`src/hw/sbt_regs.vh`:
```
`ifndef SBT_REGS_VH
`define SBT_REGS_VH

// ==========================================================================
// serial test widths
`define SBT_IR_W        8
`define SBT_BS_W        84
`define SBT_BC_W        21
`define SBT_ID_W        32
`define SBT_IR_STATUS   8'h81

// ==========================================================================
// opcodes, bit 7 gives even parity over the byte
`define SBT_OP_EXTEST   8'h00
`define SBT_OP_INTEST   8'h03
`define SBT_OP_HIGHZ    8'h06
`define SBT_OP_RUNT     8'h09
`define SBT_OP_SCANCT   8'h0A
`define SBT_OP_IDCODE   8'h82
`define SBT_OP_SAMPLE   8'h84
`define SBT_OP_CLAMP    8'h87
`define SBT_OP_SCANCN   8'h88
`define SBT_OP_BYPASS   8'hFF

// ==========================================================================
// boundary chain field positions
`define SBT_BS_CTL      0
`define SBT_BS_AIN      12
`define SBT_BS_AOUT     30
`define SBT_BS_BIN      48
`define SBT_BS_BOUT     66

// ==========================================================================
// boundary control chain fields
`define SBT_BC_OP       0
`define SBT_BC_SIDE     2
`define SBT_BC_MASK     3
`define SBT_BC_RESET    21'h1FFFF8
`define SBT_BCOP_NONE   2'h0
`define SBT_BCOP_PSA    2'h1
`define SBT_BCOP_PSEUDORANDOM_DRIVE   2'h2
`define SBT_BCOP_COUNT  2'h3

`endif

```
`src/hw/sbt_transceiver.v`:
```
`timescale 1ns/1ps
`include "sbt_regs.vh"
// ==========================================================================
// capture stream buffer
module sbt_fifo #(
  parameter W  = 18,
  parameter D  = 8,
  parameter AW = 3
) (
  // clock and reset
  input  wire         ref_clk_i,
  input  wire         resetn_i,
  // fill side
  input  wire         in_valid_i,
  output wire         in_ready_o,
  input  wire [W-1:0] in_data_i,
  // drain side
  output wire         out_valid_o,
  input  wire         out_ready_i,
  output wire [W-1:0] out_data_o
);
  reg  [W-1:0] mem [0:D-1];
  reg  [AW-1:0] wr_ptr;
  reg  [AW-1:0] rd_ptr;
  reg  [AW:0]   count;
  wire          push;
  wire          pop;
  assign in_ready_o  = (count != D[AW:0]);
  assign out_valid_o = (count != {(AW+1){1'b0}});
  assign out_data_o  = mem[rd_ptr];
  assign push        = in_valid_i & in_ready_o;
  assign pop         = out_valid_o & out_ready_i;
  always @(posedge ref_clk_i) begin
    if (push) begin
      mem[wr_ptr] <= in_data_i;
    end
  end
  always @(posedge ref_clk_i or negedge resetn_i) begin
    if (!resetn_i) begin
      wr_ptr <= {AW{1'b0}};
      rd_ptr <= {AW{1'b0}};
      count  <= {(AW+1){1'b0}};
    end else begin
      if (push) begin
        wr_ptr <= (wr_ptr == D[AW-1:0] - 1'b1) ? {AW{1'b0}} : wr_ptr + 1'b1;
      end
      if (pop) begin
        rd_ptr <= (rd_ptr == D[AW-1:0] - 1'b1) ? {AW{1'b0}} : rd_ptr + 1'b1;
      end
      if (push & ~pop) begin
        count <= count + 1'b1;
      end else if (pop & ~push) begin
        count <= count - 1'b1;
      end
    end
  end
endmodule // sbt_fifo
// ==========================================================================
// scan-testable bus transceiver
module sbt_transceiver #(
  parameter [31:0] ID_CODE  = 32'h0000_5A5B, // arbitrary value
  parameter        LOG_DEPTH = 8
) (
  // clock and reset
  input  wire        ref_clk_i,
  input  wire        resetn_i,
  // A bus pins
  input  wire [17:0] a_i,
  output reg  [17:0] a_o,
  output reg  [17:0] a_oe_o,
  // B bus pins
  input  wire [17:0] b_i,
  output reg  [17:0] b_o,
  output reg  [17:0] b_oe_o,
  // per-half controls, index is the half
  input  wire [1:0]  fwd_output_enable_n_i,
  input  wire [1:0]  rev_output_enable_n_i,
  input  wire [1:0]  fwd_latch_enable_i,
  input  wire [1:0]  rev_latch_enable_i,
  input  wire [1:0]  fwd_store_clock_i,
  input  wire [1:0]  rev_store_clock_i,
  // serial test port
  input  wire        tck_i,
  input  wire        tms_i,
  input  wire        tdi_i,
  output reg         tdo_o,
  output reg         tdo_oe_o,
  // stored-word log stream
  output wire        log_valid_o,
  input  wire        log_ready_i,
  output wire [17:0] log_data_o,
  output wire        log_space_o
);
  // ========================================================================
  // tap states
  localparam [3:0] S_TLR = 4'h0, S_RTI = 4'h1, S_SDR = 4'h2, S_CDR = 4'h3;
  localparam [3:0] S_SHD = 4'h4, S_E1D = 4'h5, S_PSD = 4'h6, S_E2D = 4'h7;
  localparam [3:0] S_UDR = 4'h8, S_SIR = 4'h9, S_CIR = 4'hA, S_SHI = 4'hB;
  localparam [3:0] S_E1I = 4'hC, S_PSI = 4'hD, S_E2I = 4'hE, S_UIR = 4'hF;
  // pullup pins rest high, so the synchroniser does too
  localparam [50:0] SYNC_RST = {2'b11, 1'b0, 4'h0, 4'h0, 4'hF, 36'h0};
  function [7:0] sbt_decode;
    input [7:0] op;
    begin
      if (^op) begin
        sbt_decode = `SBT_OP_BYPASS;
      end else begin
        case (op)
          `SBT_OP_EXTEST, `SBT_OP_HIGHZ, `SBT_OP_RUNT, `SBT_OP_SCANCT,
          `SBT_OP_IDCODE, `SBT_OP_SAMPLE, `SBT_OP_CLAMP, `SBT_OP_SCANCN:
            sbt_decode = op;
          default: sbt_decode = `SBT_OP_BYPASS;
        endcase
      end
    end
  endfunction
  // ========================================================================
  // input synchronisers
  reg  [50:0] sync1;
  reg  [50:0] sync2;
  wire [50:0] raw = {tdi_i, tms_i, tck_i, rev_store_clock_i, fwd_store_clock_i,
                     rev_latch_enable_i, fwd_latch_enable_i,
                     rev_output_enable_n_i, fwd_output_enable_n_i, b_i, a_i};
  always @(posedge ref_clk_i or negedge resetn_i) begin
    if (!resetn_i) begin
      sync1 <= SYNC_RST;
      sync2 <= SYNC_RST;
    end else begin
      sync1 <= raw;
      sync2 <= sync1;
    end
  end
  wire [17:0] a_s    = sync2[17:0];
  wire [17:0] b_s    = sync2[35:18];
  wire [1:0]  foe_n  = sync2[37:36];
  wire [1:0]  roe_n  = sync2[39:38];
  wire [1:0]  fle    = sync2[41:40];
  wire [1:0]  rle    = sync2[43:42];
  wire [1:0]  fclk   = sync2[45:44];
  wire [1:0]  rclk   = sync2[47:46];
  wire        tck_s  = sync2[48];
  wire        tms_s  = sync2[49];
  wire        tdi_s  = sync2[50];
  // boundary order of the control cells: per half oe_n f/r, le f/r, clk f/r
  wire [11:0] ctl_s  = {rclk[1], fclk[1], rle[1], fle[1], roe_n[1], foe_n[1],
                        rclk[0], fclk[0], rle[0], fle[0], roe_n[0], foe_n[0]};
  // ========================================================================
  // test clock edges
  reg         tck_d;
  reg  [1:0]  fclk_d;
  reg  [1:0]  rclk_d;
  wire        tck_rise = tck_s & ~tck_d;
  wire        tck_fall = ~tck_s & tck_d;
  always @(posedge ref_clk_i or negedge resetn_i) begin
    if (!resetn_i) begin
      tck_d  <= 1'b0;
      fclk_d <= 2'h0;
      rclk_d <= 2'h0;
    end else begin
      tck_d  <= tck_s;
      fclk_d <= fclk;
      rclk_d <= rclk;
    end
  end
  // ========================================================================
  // instruction decode
  reg  [7:0]  ir;
  reg  [3:0]  tap;
  reg  [3:0]  next_tap;
  reg  [83:0] bs_upd;
  reg  [20:0] boundary_control_chain;
  wire [7:0]  op      = sbt_decode(ir);
  wire        op_highz = (op == `SBT_OP_HIGHZ);
  wire        op_runt  = (op == `SBT_OP_RUNT);
  wire        test_mode = (op == `SBT_OP_EXTEST) | op_highz | op_runt |
                          (op == `SBT_OP_CLAMP) | (op == `SBT_OP_SCANCT);
  wire        sel_bs  = (op == `SBT_OP_EXTEST) | (op == `SBT_OP_SAMPLE) | op_runt;
  wire        sel_bc  = (op == `SBT_OP_SCANCN) | (op == `SBT_OP_SCANCT);
  wire        sel_id  = (op == `SBT_OP_IDCODE);
  // ========================================================================
  // functional transceiver, two independent halves
  reg  [17:0] fwd_q;
  reg  [17:0] rev_q;
  reg  [17:0] next_fwd;
  reg  [17:0] next_rev;
  reg         fwd_clocked;
  integer     h;
  always @* begin
    next_fwd    = fwd_q;
    next_rev    = rev_q;
    fwd_clocked = 1'b0;
    for (h = 0; h < 2; h = h + 1) begin
      if (fle[h]) begin
        next_fwd[h*9 +: 9] = a_s[h*9 +: 9];
      end else if (fclk[h] & ~fclk_d[h]) begin
        next_fwd[h*9 +: 9] = a_s[h*9 +: 9];
        fwd_clocked        = 1'b1;
      end
      if (rle[h]) begin
        next_rev[h*9 +: 9] = b_s[h*9 +: 9];
      end else if (rclk[h] & ~rclk_d[h]) begin
        next_rev[h*9 +: 9] = b_s[h*9 +: 9];
      end
    end
  end
  // latch high falls through; steady clock with latch low holds
  always @(posedge ref_clk_i or negedge resetn_i) begin
    if (!resetn_i) begin
      fwd_q <= 18'h00000;
      rev_q <= 18'h00000;
    end else if (!test_mode) begin
      fwd_q <= next_fwd;
      rev_q <= next_rev;
    end
  end
  // ========================================================================
  // pin drivers
  wire [1:0] drv_b;
  wire [1:0] drv_a;
  genvar g;
  generate
    for (g = 0; g < 2; g = g + 1) begin : g_half
      assign drv_b[g] = test_mode ? (~op_highz & ~bs_upd[g*6])
                                  : ~foe_n[g];
      assign drv_a[g] = test_mode ? (~op_highz & ~bs_upd[g*6 + 1])
                                  : ~roe_n[g];
    end
  endgenerate
  always @(posedge ref_clk_i or negedge resetn_i) begin
    if (!resetn_i) begin
      a_o    <= 18'h00000;
      b_o    <= 18'h00000;
      a_oe_o <= 18'h00000;
      b_oe_o <= 18'h00000;
    end else begin
      b_o    <= test_mode ? bs_upd[`SBT_BS_BOUT +: 18] : next_fwd;
      a_o    <= test_mode ? bs_upd[`SBT_BS_AOUT +: 18] : next_rev;
      b_oe_o <= {{9{drv_b[1]}}, {9{drv_b[0]}}};
      a_oe_o <= {{9{drv_a[1]}}, {9{drv_a[0]}}};
    end
  end
  // ========================================================================
  // tap controller
  always @* begin
    case (tap)
      S_TLR:   next_tap = tms_s ? S_TLR : S_RTI;
      S_RTI:   next_tap = tms_s ? S_SDR : S_RTI;
      S_SDR:   next_tap = tms_s ? S_SIR : S_CDR;
      S_CDR:   next_tap = tms_s ? S_E1D : S_SHD;
      S_SHD:   next_tap = tms_s ? S_E1D : S_SHD;
      S_E1D:   next_tap = tms_s ? S_UDR : S_PSD;
      S_PSD:   next_tap = tms_s ? S_E2D : S_PSD;
      S_E2D:   next_tap = tms_s ? S_UDR : S_SHD;
      S_UDR:   next_tap = tms_s ? S_SDR : S_RTI;
      S_SIR:   next_tap = tms_s ? S_TLR : S_CIR;
      S_CIR:   next_tap = tms_s ? S_E1I : S_SHI;
      S_SHI:   next_tap = tms_s ? S_E1I : S_SHI;
      S_E1I:   next_tap = tms_s ? S_UIR : S_PSI;
      S_PSI:   next_tap = tms_s ? S_E2I : S_PSI;
      S_E2I:   next_tap = tms_s ? S_UIR : S_SHI;
      S_UIR:   next_tap = tms_s ? S_SDR : S_RTI;
      default: next_tap = S_TLR;
    endcase
  end
  // ========================================================================
  // test registers
  reg  [7:0]  ir_sh;
  reg  [83:0] bs_sh;
  reg  [20:0] bc_sh;
  reg  [31:0] id_sh;
  reg         byp;
  wire        side    = boundary_control_chain[`SBT_BC_SIDE];
  wire [1:0]  bc_op   = boundary_control_chain[`SBT_BC_OP +: 2];
  wire [17:0] mask    = boundary_control_chain[`SBT_BC_MASK +: 18];
  wire [17:0] obs_in  = side ? b_s : a_s;
  wire [17:0] sig     = side ? bs_upd[`SBT_BS_BIN +: 18] : bs_upd[`SBT_BS_AIN +: 18];
  wire [17:0] pat     = side ? bs_upd[`SBT_BS_AOUT +: 18] : bs_upd[`SBT_BS_BOUT +: 18];
  wire [17:0] sig_nx  = {sig[16:0], sig[17] ^ sig[10]} ^ (obs_in & mask);
  wire [17:0] pseudorandom_drive_nx = {pat[16:0], pat[17] ^ pat[10] ^ ~|pat[16:0]};
  wire [17:0] cnt_nx  = pat + 18'h00001;
  wire [83:0] bs_cap  = {b_o, b_s, a_o, a_s, ctl_s};
  wire        dr_lsb  = sel_bs ? bs_sh[0] : sel_bc ? bc_sh[0] : sel_id ? id_sh[0] : byp;
  reg  [17:0] next_sig;
  reg  [17:0] next_pat;
  always @* begin
    next_sig = sig;
    next_pat = pat;
    case (bc_op)
      `SBT_BCOP_PSA:   next_sig = sig_nx;
      `SBT_BCOP_PSEUDORANDOM_DRIVE:  next_pat = pseudorandom_drive_nx;
      `SBT_BCOP_COUNT: begin
        next_sig = sig_nx;
        next_pat = cnt_nx;
      end
      default: next_sig = sig;
    endcase
  end
  // every action keys off one test clock edge only
  always @(posedge ref_clk_i or negedge resetn_i) begin
    if (!resetn_i) begin
      tap      <= S_TLR;
      ir       <= `SBT_OP_IDCODE;
      ir_sh    <= 8'h00;
      bs_sh    <= 84'h0;
      bs_upd   <= {72'h0, 12'hC3F};
      bc_sh    <= 21'h000000;
      boundary_control_chain      <= `SBT_BC_RESET;
      id_sh    <= 32'h00000000;
      byp      <= 1'b0;
      tdo_o    <= 1'b1;
      tdo_oe_o <= 1'b0;
    end else if (tck_rise) begin
      tap <= next_tap;
      case (tap)
        S_CIR: ir_sh <= `SBT_IR_STATUS;
        S_SHI: ir_sh <= {tdi_s, ir_sh[7:1]};
        S_CDR: begin
          bs_sh <= op_runt ? bs_upd : bs_cap;
          bc_sh <= boundary_control_chain;
          id_sh <= ID_CODE;
          byp   <= 1'b0;
        end
        S_SHD: begin
          if (sel_bs) begin
            bs_sh <= {tdi_s, bs_sh[83:1]};
          end else if (sel_bc) begin
            bc_sh <= {tdi_s, bc_sh[20:1]};
          end else if (sel_id) begin
            id_sh <= {tdi_s, id_sh[31:1]};
          end else begin
            byp <= tdi_s;
          end
        end
        S_RTI: begin
          if (op_runt && side) begin
            bs_upd[`SBT_BS_BIN +: 18]  <= next_sig;
            bs_upd[`SBT_BS_AOUT +: 18] <= next_pat;
          end else if (op_runt) begin
            bs_upd[`SBT_BS_AIN +: 18]  <= next_sig;
            bs_upd[`SBT_BS_BOUT +: 18] <= next_pat;
          end
        end
        default: byp <= byp;
      endcase
    end else if (tck_fall) begin
      tdo_o    <= (tap == S_SHI) ? ir_sh[0] : dr_lsb;
      tdo_oe_o <= (tap == S_SHI) | (tap == S_SHD);
      if (tap == S_TLR) begin
        ir  <= `SBT_OP_IDCODE;
        boundary_control_chain <= `SBT_BC_RESET;
      end else if (tap == S_UIR) begin
        ir <= ir_sh;
      end else if (tap == S_UDR && sel_bs) begin
        bs_upd <= bs_sh;
      end else if (tap == S_UDR && sel_bc) begin
        boundary_control_chain <= bc_sh;
      end
    end
  end
  // ========================================================================
  // log of clocked forward stores; a full buffer drops words, seen on log_space_o
  sbt_fifo #(.W(18), .D(LOG_DEPTH), .AW(3)) u_log (
    .ref_clk_i   (ref_clk_i),
    .resetn_i    (resetn_i),
    .in_valid_i  (fwd_clocked & ~test_mode),
    .in_ready_o  (log_space_o),
    .in_data_i   (next_fwd),
    .out_valid_o (log_valid_o),
    .out_ready_i (log_ready_i),
    .out_data_o  (log_data_o)
  );
endmodule // sbt_transceiver

```
`config.mk`:
```
export PLATFORM = sky130hd
export DESIGN_NAME = sbt_transceiver
export DESIGN_NICKNAME = d
export VERILOG_FILES = /design/src/hw/sbt_transceiver.v
export VERILOG_INCLUDE_DIRS = /design/src /design/src/hw
export SDC_FILE = /design/constraint.sdc
export NUM_CORES = 1
export LEC_CHECK = 0
export ABC_CLOCK_PERIOD_IN_PS = 5200
export BUFFER_PORTS_ARGS = -buffer_cell sky130_fd_sc_hd__buf_4
export CAP_MARGIN = 30
export CORE_MARGIN = 5
export CORE_UTILIZATION = 50
export CTS_CLUSTER_DIAMETER = 40
export DETAILED_ROUTE_END_ITERATION = 10
export PLACE_DENSITY = 0.74
export SYNTH_ARGS = -nofsm -noshare
export SYNTH_HDL_FRONTEND = slang
export SYNTH_SLANG_ARGS = --single-unit
export TNS_END_PERCENT = 1
```
`constraint.sdc`:
```
create_clock -name ref_clk_i -period 5.2 [get_ports ref_clk_i]
set_input_delay 0.26 -clock ref_clk_i [delete_from_list [all_inputs] [get_ports ref_clk_i]]
set_output_delay 0.26 -clock ref_clk_i [all_outputs]
set_load 0.005 [all_outputs]
```
==> key figures, run 1 <==
Timing
  – Hold_ws: 0.0940 ns
  – RSZ-0062 raised after global routing: false
  – Slew at the pin closest to its max-slew limit: 1.03 ns
  – Worst slew margin: 0.311
  – Final TNS setup: 0 ns
  – Final Cycle Share: 0.794
  – Max Transition Viols Final: 0
  – Final hold vios: 0
  – Clk_skew: 0.0259 ns
  – FMAX: 242 MHz
  – Final setup viols: 0
  – Min Tclk post-route: 4.13 ns

Setup path
  – CP endpoint: u_log.count[3]$_DFFE_PN0P_
  – Cell Chain, Critical Path: inv_1 > ha_1 > a22oi_1 > nor2_1 > or3_1 > a31oi_2 > ha_1 > inv_1 > ha_1 > a21o_1 > a21oi_1 > xnor2_1 > nor2_1 > xor2_1
  – R2r setup slk: 1.07 ns
  – Crit Reg-Reg Endpoint: u_log.count[3]$_DFFE_PN0P_
  – Required time worst endpoint: 5.69 ns
  – Worst-path fanout max: 16
  – Crit-path slowest cell: dfstp_2
  – Crit. End Element: flop
  – Most used cell, CP: ha_1
  – Critical path arrival: 4.62 ns
  – Critical path class: flop to flop
  – Setup crit start kind: flop
  – Reg2reg start: ir[1]$_DFFE_PN1P_
  – CP startpoint: ir[1]$_DFFE_PN1P_
  – Slowest Stage Delay on Critical Path: 0.70 ns
  – R2R depth: 14

Power
  – Static leakage: 0.0128 µW
  – Peak VDD IR: 0.312 mV
  – Sw power: 5680 µW
  – Clock power share: 0.339
  – Combinational power share: 0.250
  – Int Power: 11500 µW
  – Switching share of power: 0.331
  – Flop pwr share: 0.411
  – Pwr Density: 533 nW/µm²

Placed design
  – Dpl hpwl: 45.8 mm
  – GP Congestion: 0.920
  – Dpl cell area: 28700 µm²
  – # port buffers: 147

Final layout
  – Final instance area: 32200 µm²
  – Layout cells sized above 1: 0.208
  – Layout area overhead: 18.4%
  – Antenna Cells: 0
  – # fillers: 4152
  – Net count, final: 2515
  – Finished Core Util: 0.598

Yosys
  – Number of flops mapped to enable cells by yosys: 144
  – Post-Synthesis Cell Area: 27200 µm²
  – Synth Register Bits: 602
  – Synth cell types: 73
  – Post-synthesis cell count: 2313
  – Post-Syn Nets: 2389
  – Asr flop ratio synth: 0.761
  – Yosys warns: 0
  – Main synth FF type: dfrtp_1
  – Average size of a mapped cell: 11.8 µm²
  – Seq/Total Area, Yosys: 0.583

Floorplan
  – Io pins: 148
  – Core Region: 53800 µm²
  – Die ar.: 59100 µm²
  – Starting Density: 0.505
  – Height of the die: 243 µm
  – Std cell rows: 85
  – Die X: 243 µm

Routing
  – 1st-pass router iterations: 5
  – Remaining DRCs: 0
  – ANT nets after route: 0
  – Via-to-Cell Ratio: 6.00
  – Vias: 19200
  – Wire per inst: 22.3 µm
  – 1st-iter DRT viols: 1688
  – WL final: 71.3 mm

CTS
  – Clock latency at the later pin of the worst-skew pair: 0.63 ns
  – Root Buffer: clkbuf_16
  – Clk buf depth: 3
  – H-tree depth: 3
  – CTS resizes: 0
  – Sink Count: 602
  – Total setup buffers inserted after CTS: 0
  – Clock-pin transition on the worst setup and hold timing paths: 0.06 ns
  – CTS tree: done
  – Hold buffer count at cts: 52
  – Inserted Clock Buffers: 81

Job
  – Max-Cap Viols: 0

Min path
  – Class of the worst hold path: input pin to flop

Global route
  – Grt ovf: 0
  – Global Route Usage Sum: 0.239
  – Largest net degree at the start of global routing: 149
  – Antenna violations before repair: 1
  – First-pass GRT wire length: 113 mm
  – Vias in the first global route: 19400

Outcome
  – Status: finished, final reports clean
through the flow:
step                      power [µW]  cells  worst slack, ns
after floorplan                 9610   2313            0.520
final                          17200   3202             1.07
after global routing           18000   3202            0.829
after CTS                      17200   3199             1.11
after detailed placement       11300   2997             1.12
after global placement         11100   2992             1.19
worst min-delay path by stage:
stage                              from                           to  slack, ns  cells after the start
floorplan                      resetn_i             a_o[0]$_DFF_PN0_      -0.04                      0
global placement    sync1[44]$_DFF_PN0_          sync2[44]$_DFF_PN0_       0.33                      0
detailed placement  sync1[15]$_DFF_PN0_          sync2[15]$_DFF_PN0_       0.33                      0
CTS                         log_ready_i  u_log.rd_ptr[1]$_DFFE_PN0P_       0.09                      4
global route                log_ready_i  u_log.rd_ptr[1]$_DFFE_PN0P_       0.15                      3
finish                      log_ready_i  u_log.rd_ptr[1]$_DFFE_PN0P_       0.09                      4
power groups by stage:
stage | clock [µW] | combinational, µW | sequential, µW
after floorplan | 0 | 3140 | 6470
after global placement | 0 | 4020 | 7070
after detailed placement | 0 | 4170 | 7130
after CTS | 5900 | 4230 | 7060
after global routing | 6120 | 4710 | 7170
final | 5820 | 4290 | 7050
Yosys cell counts (all sizes together) (7+ instances only):
cell | instances | area, µm²
o211ai | 96 | 721
edfxtp | 144 | 4320
nor2 | 77 | 297
and3 | 7 | 43.8
nor4 | 12 | 81.3
clkbuf | 106 | 398
inv | 45 | 169
o21ai | 131 | 656
mux2 | 63 | 709
nand3b | 8 | 60.1
a21oi | 173 | 866
nand4 | 13 | 81.3
mux4 | 53 | 1190
dfrtp | 417 | 10400
a22o | 25 | 219
mux2i | 140 | 1400
or3 | 11 | 73.8
nand2 | 290 | 1090
buf | 90 | 584
nor2b | 9 | 56.3
nor3 | 18 | 116
o22a | 10 | 87.6
a2bb2oi | 22 | 193
o22ai | 36 | 225
xnor2 | 41 | 359
ha | 21 | 263
and2 | 19 | 119
dfstp | 41 | 1080
a22oi | 7 | 52.6
nand3 | 105 | 526
a31oi | 7 | 50.1
cells in the final DEF (no fill, tap or decap), types with 13 or more instances in the layout:
master,instances
dfrtp_1,414
nand2_1,289
buf_4,172
a21oi_1,170
edfxtp_1,144
mux2i_1,140
nand3_1,104
o211ai_1,96
clkbuf_16,84
nor2_1,74
o21ai_1,71
mux2_2,63
o21ai_0,59
mux4_2,53
dlygate4sd3_1,52
inv_1,45
xnor2_1,41
dfstp_2,41
o22ai_1,36
a22o_1,25
a2bb2oi_1,22
ha_1,21
and2_1,19
nand4_1,13
sequential cells by signal (all words and copies together) (netlist names), 8 cells and up:
name                    count
ir_sh                       8
bs_upd                     84
fwd_q                      18
sync1                      51
id_sh                      32
ir                          8
u_log.mem                 144
a_o                        18
bs_sh                      84
b_o                        18
rev_q                      18
boundary_control_chain     21
bc_sh                      21
sync2                      51
final cells by class:
| class | instances | area (µm²) | share of cell area |
|---|---|---|---|
| tap | 696 | 871 | 0.0271 |
| timing repair buffer | 239 | 2070 | 0.0643 |
| clock buffer | 98 | 2210 | 0.0688 |
| inverter | 45 | 169 | 0.00525 |
| sequential | 602 | 15800 | 0.492 |
| multi-input combinational | 1470 | 10300 | 0.321 |
| clock inverter | 52 | 683 | 0.0212 |
critical path: cells and delay by family (launching register included):
kind	cells	cell delay, ns
AOI/OAI and AO/OA	4	1.08
DFF	1	0.70
buffers and inverters	2	0.31
xor gates and xnor gates	2	0.28
and+or+nand+nor	3	0.80
adders and majority gates	3	0.83
metal layers:
metal  up-vias  share of wire  global-route usage  routed length, µm
li1       8690              -                   -                  -
met1      9631           0.41               0.320              28900
met2       743           0.49               0.390              34600
met3       162          0.069              0.0430               4950
met4         2          0.039              0.0928               2780
met5         -        0.00018                   0                 13
cells by family (layout without fill, tap and decap cells):
group	count (synthesis)	count (layout)	share of synthesized area
buffers and inverters	241	434	0.0423
AOI/OAI and AO/OA	550	550	0.126
muxes	256	256	0.122
DFF	602	602	0.583
and+or+nand+nor	594	594	0.101
adders and majority gates	22	22	0.0104
xor gates and xnor gates	48	48	0.0160
No activity file was read; power rests on OpenSTA's default activity.
==> inputs of run 2 (changes only) <==
- ABC_AREA: not set -> 1
- ABC_CLOCK_PERIOD_IN_PS: 5200 -> 3380
- PLACE_DENSITY: 0.74 -> 0.77
- clock period: 5.2 -> 3.38 ns (I/O delays scaled with it)
==> run 2 against run 1 <==
Maximum frequency increased by 27%. Critical endpoint is now u_log.count[1]$_DFFE_PN0P_. Synthesized area rose by 3.6%. Register-to-register slack worse by 0.95 ns.
==> key figures, run 2 <==
Min path
  – Class of the worst hold path: input pin to async pin

Yosys
  – Seq/Total Area, Yosys: 0.562 (-0.0205)
  – Dominant cells by area after synthesis: dfrtp_1, edfxtp_1, nand2_1
  – Yosys warns: 0 (unchanged)
  – Synth top cells by count: nand2_1, o21ai_0, dfrtp_1
  – Synth Register Bits: 602 (unchanged)
  – Synth cell types: 50 (-32%)
  – Cell taking the most area after synthesis: dfrtp_1
  – Post-synthesis cell count: 3235 (+40%)
  – Asr flop ratio synth: 0.761 (unchanged)
  – Post-Syn Nets: 3311 (+39%)
  – Post-Synthesis Cell Area: 28200 µm² (+3.6%)
  – Area share of the largest cell type after synthesis: 0.370 (-0.0135)
  – Most frequent cell after synthesis: nand2_1
  – Average size of a mapped cell: 8.71 µm² (-26%)
  – Main synth FF type: dfrtp_1
  – Number of flops mapped to enable cells by yosys: 144 (unchanged)

Floorplan
  – Die X: 247 µm (+1.7%)
  – Height of the die: 247 µm (+1.7%)
  – Io pins: 148 (unchanged)
  – Die ar.: 61200 µm² (+3.5%)
  – Std cell rows: 87 (+2.4%)
  – Core Region: 56100 µm² (+4.2%)
  – Starting Density: 0.503 (-0.00254)

CTS
  – Inserted Clock Buffers: 86 (+6.2%)
  – CTS tree: done
  – H-tree depth: 3 (unchanged)
  – Clock latency at the later pin of the worst-skew pair: 0.64 ns (about the same)
  – Clk buf depth: 3 (unchanged)
  – Sink Count: 602 (unchanged)
  – Clock-pin transition on the worst setup and hold timing paths: 0.05 ns (about the same)
  – Root Buffer: clkbuf_16

Power
  – Static leakage: 0.0155 µW (+21%)
  – Peak VDD IR: 0.656 mV (+110%)
  – Tot Pwr: 26200 µW (+52%)
  – Pwr Density: 764 nW/µm² (+43%)

Timing
  – Final setup viols: 0 (unchanged)
  – Final Cycle Share: 0.965 (+0.171)
  – Min Tclk post-route: 3.26 ns (-0.868 ns)
  – Final TNS setup: 0 ns (unchanged)
  – Max Transition Viols Final: 0 (unchanged)
  – Clk_skew: 0.0434 ns (+0.0175 ns)
  – Worst slew margin: 0.273 (-0.0382)
  – Hold_ws: 0.167 ns (+0.0726 ns)
  – FMAX: 307 MHz (+27%)
  – Slew at the pin closest to its max-slew limit: 1.08 ns (+0.0458 ns)
  – Final hold vios: 0 (unchanged)

Setup path
  – Reg2reg start: ir[1]$_DFFE_PN1P_
  – Crit Reg-Reg Endpoint: u_log.count[1]$_DFFE_PN0P_
  – Critical path class: flop to flop
  – Setup crit start kind: flop
  – Worst-path fanout max: 8 (-8)
  – Crit. End Element: flop
  – Critical path arrival: 3.78 ns (-0.84 ns)
  – R2r setup slk: 0.12 ns (-0.95 ns)
  – R2R depth: 20 (+6)
  – Required time worst endpoint: 3.90 ns (-1.79 ns)

Final layout
  – Layout area overhead: 21.4%
  – Final non-filler cell total: 4232 (+32%)
  – # fillers: 4621 (+11%)
  – Largest register FFs: 144 (unchanged)
  – Most frequent cells in the layout: nand2_1, o21ai_0, dfrtp_1, nor2_1, inv_1
  – Most common cell after layout, fill and taps aside: nand2_1
  – Largest registers: u_log.mem (144), bs_sh (84), bs_upd (84)
  – Layout cells sized above 1: 0.158 (-0.0496)
  – Net count, final: 3480 (+38%)
  – Antenna Cells: 0 (unchanged)
  – Top reg by flops: u_log.mem

Routing
  – WL met3: 6.56 mm (+33%)
  – Remaining DRCs: 0 (unchanged)
  – M1 WL: 31.8 mm (+9.9%)
  – Wire per inst: 18.3 µm (-18%)
  – DR WL met2: 36.2 mm (+4.6%)
  – 1st-iter DRT viols: 2289 (+36%)
  – ANT nets after route: 0 (unchanged)
  – 1st-pass router iterations: 6 (+1)
  – Top layer in use: met4
  – WL final: 77.7 mm (+9.0%)
  – Vias: 23600 (+23%)
  – Via-to-Cell Ratio: 5.57 (-7.2%)

Outcome
  – Status: finished, final reports clean

Global route
  – Largest net degree at the start of global routing: 108 (-28%)
  – Antenna violations before repair: 0 (-1)
  – First-pass GRT wire length: 123 mm (+8.6%)
  – Grt ovf: 0 (unchanged)
  – Global Route Usage Sum: 0.250 (+0.0118)
  – Vias in the first global route: 22600 (+16%)

Placed design
  – Dpl hpwl: 49.6 mm (+8.2%)
  – Placed Cells: 4014 (+34%)
  – # port buffers: 147 (unchanged)
  – GP Congestion: 0.923 (+0.33%)

Job
  – Max-Cap Viols: 0 (unchanged)
run 2: cell count changes after synthesis, moves of 68 or more:
cell     delta
a21oi_1   -112
inv_1     +201
mux2i_1   -140
nand2_1   +564
nand4_1    +68
nor2_1    +177
o21ai_0   +502
run 2: area by class of cell:
| type | count | area, µm² | share of cell area |
|---|---|---|---|
| flip-flops and latches | 602 | 15800 | 0.463 |
| multi-input cells | 2148 | 10600 | 0.309 |
| clock buffers | 108 | 2390 | 0.0698 |
| inverters | 257 | 970 | 0.0283 |
| well taps | 756 | 946 | 0.0276 |
| repair buffers | 309 | 2830 | 0.0828 |
| clock inverters | 52 | 681 | 0.0199 |
run 2: routing by layer:
| metal | up-vias | GRT usage |
|---|---|---|
| met5 | - | 0 |
| met4 | 0 | 0.108 |
| met3 | 172 | 0.0440 |
| met2 | 1000 | 0.396 |
| met1 | 11300 | 0.344 |
| li1 | 11100 | - |
run 2: timing repair:
item	CTS	global route
gates resized for setup	6	42
setup endpoints to repair	1	54
setup buffers	0	4
endpoints found under the hold margin	131	0
pin swaps	1	19
hold buffers	53	0
run 2: worst max path at each step:
stage / from / end / slack [ns] / depth (start not counted)
6_report: ir[1]$_DFFE_PN1P_ / u_log.count[1]$_DFFE_PN0P_ / 0.12 / 20
5_1_grt: ir[3]$_DFFE_PN0P_ / u_log.count[3]$_DFFE_PN0P_ / -0.1 / 23
4_1_cts: ir[1]$_DFFE_PN1P_ / u_log.count[3]$_DFFE_PN0P_ / 0.01 / 23
3_5_place_dp: ir[7]$_DFFE_PN1P_ / u_log.count[3]$_DFFE_PN0P_ / -0.06 / 24
3_3_place_gp: ir[1]$_DFFE_PN1P_ / u_log.count[3]$_DFFE_PN0P_ / -0.002 / 24
2_1_floorplan: ir[1]$_DFFE_PN1P_ / u_log.mem[6][0]$_DFFE_PP_ / -0.55 / 17
run 2: critical path: stages (launching register included):
cell and delay [ns]:
dfstp_2 0.53, inv_2 0.05, buf_4 0.14, ha_1 0.18, o21ai_1 0.14, nand2_1 0.09
nand2_2 0.08, nand2_4 0.10, nand3_4 0.12, nor2_4 0.08, nand3_2 0.11, nand3_4 0.08
nor2_4 0.18, nand2_2 0.10, inv_2 0.08, ha_4 0.13, inv_2 0.05, buf_4 0.14
buf_4 0.13, fa_1 0.41, mux2_2 0.26
run 2: cells by family (layout without fill, tap and decap cells):
group                      count (synthesis)  count (layout)  synth area share
and+or+nand+nor                         1286            1286             0.187
AOI/OAI and AO/OA                        815             815             0.160
DFF                                      602             602             0.562
buffers and inverters                    485             726            0.0736
xor gates and xnor gates                  24              24           0.00746
adders and majority gates                 22              22            0.0100
muxes                                      1               1          0.000400
run 2: per-stage QoR:
step                      setup WS [ns]   util  instance area [µm²]
after floorplan                  -0.552      -                28200
after global placement         -0.00239  0.542                30400
after detailed placement        -0.0560  0.542                30400
after CTS                        0.0138  0.606                34000
after global routing            -0.0952  0.610                34200
final                             0.118  0.610                34200
run 2: power by group:
group          internal, µW  switching [µW]  leakage (µW)
Clock                  5830            3560       0.00150
Sequential             8820             954       0.00699
Combinational          2540            4440       0.00700
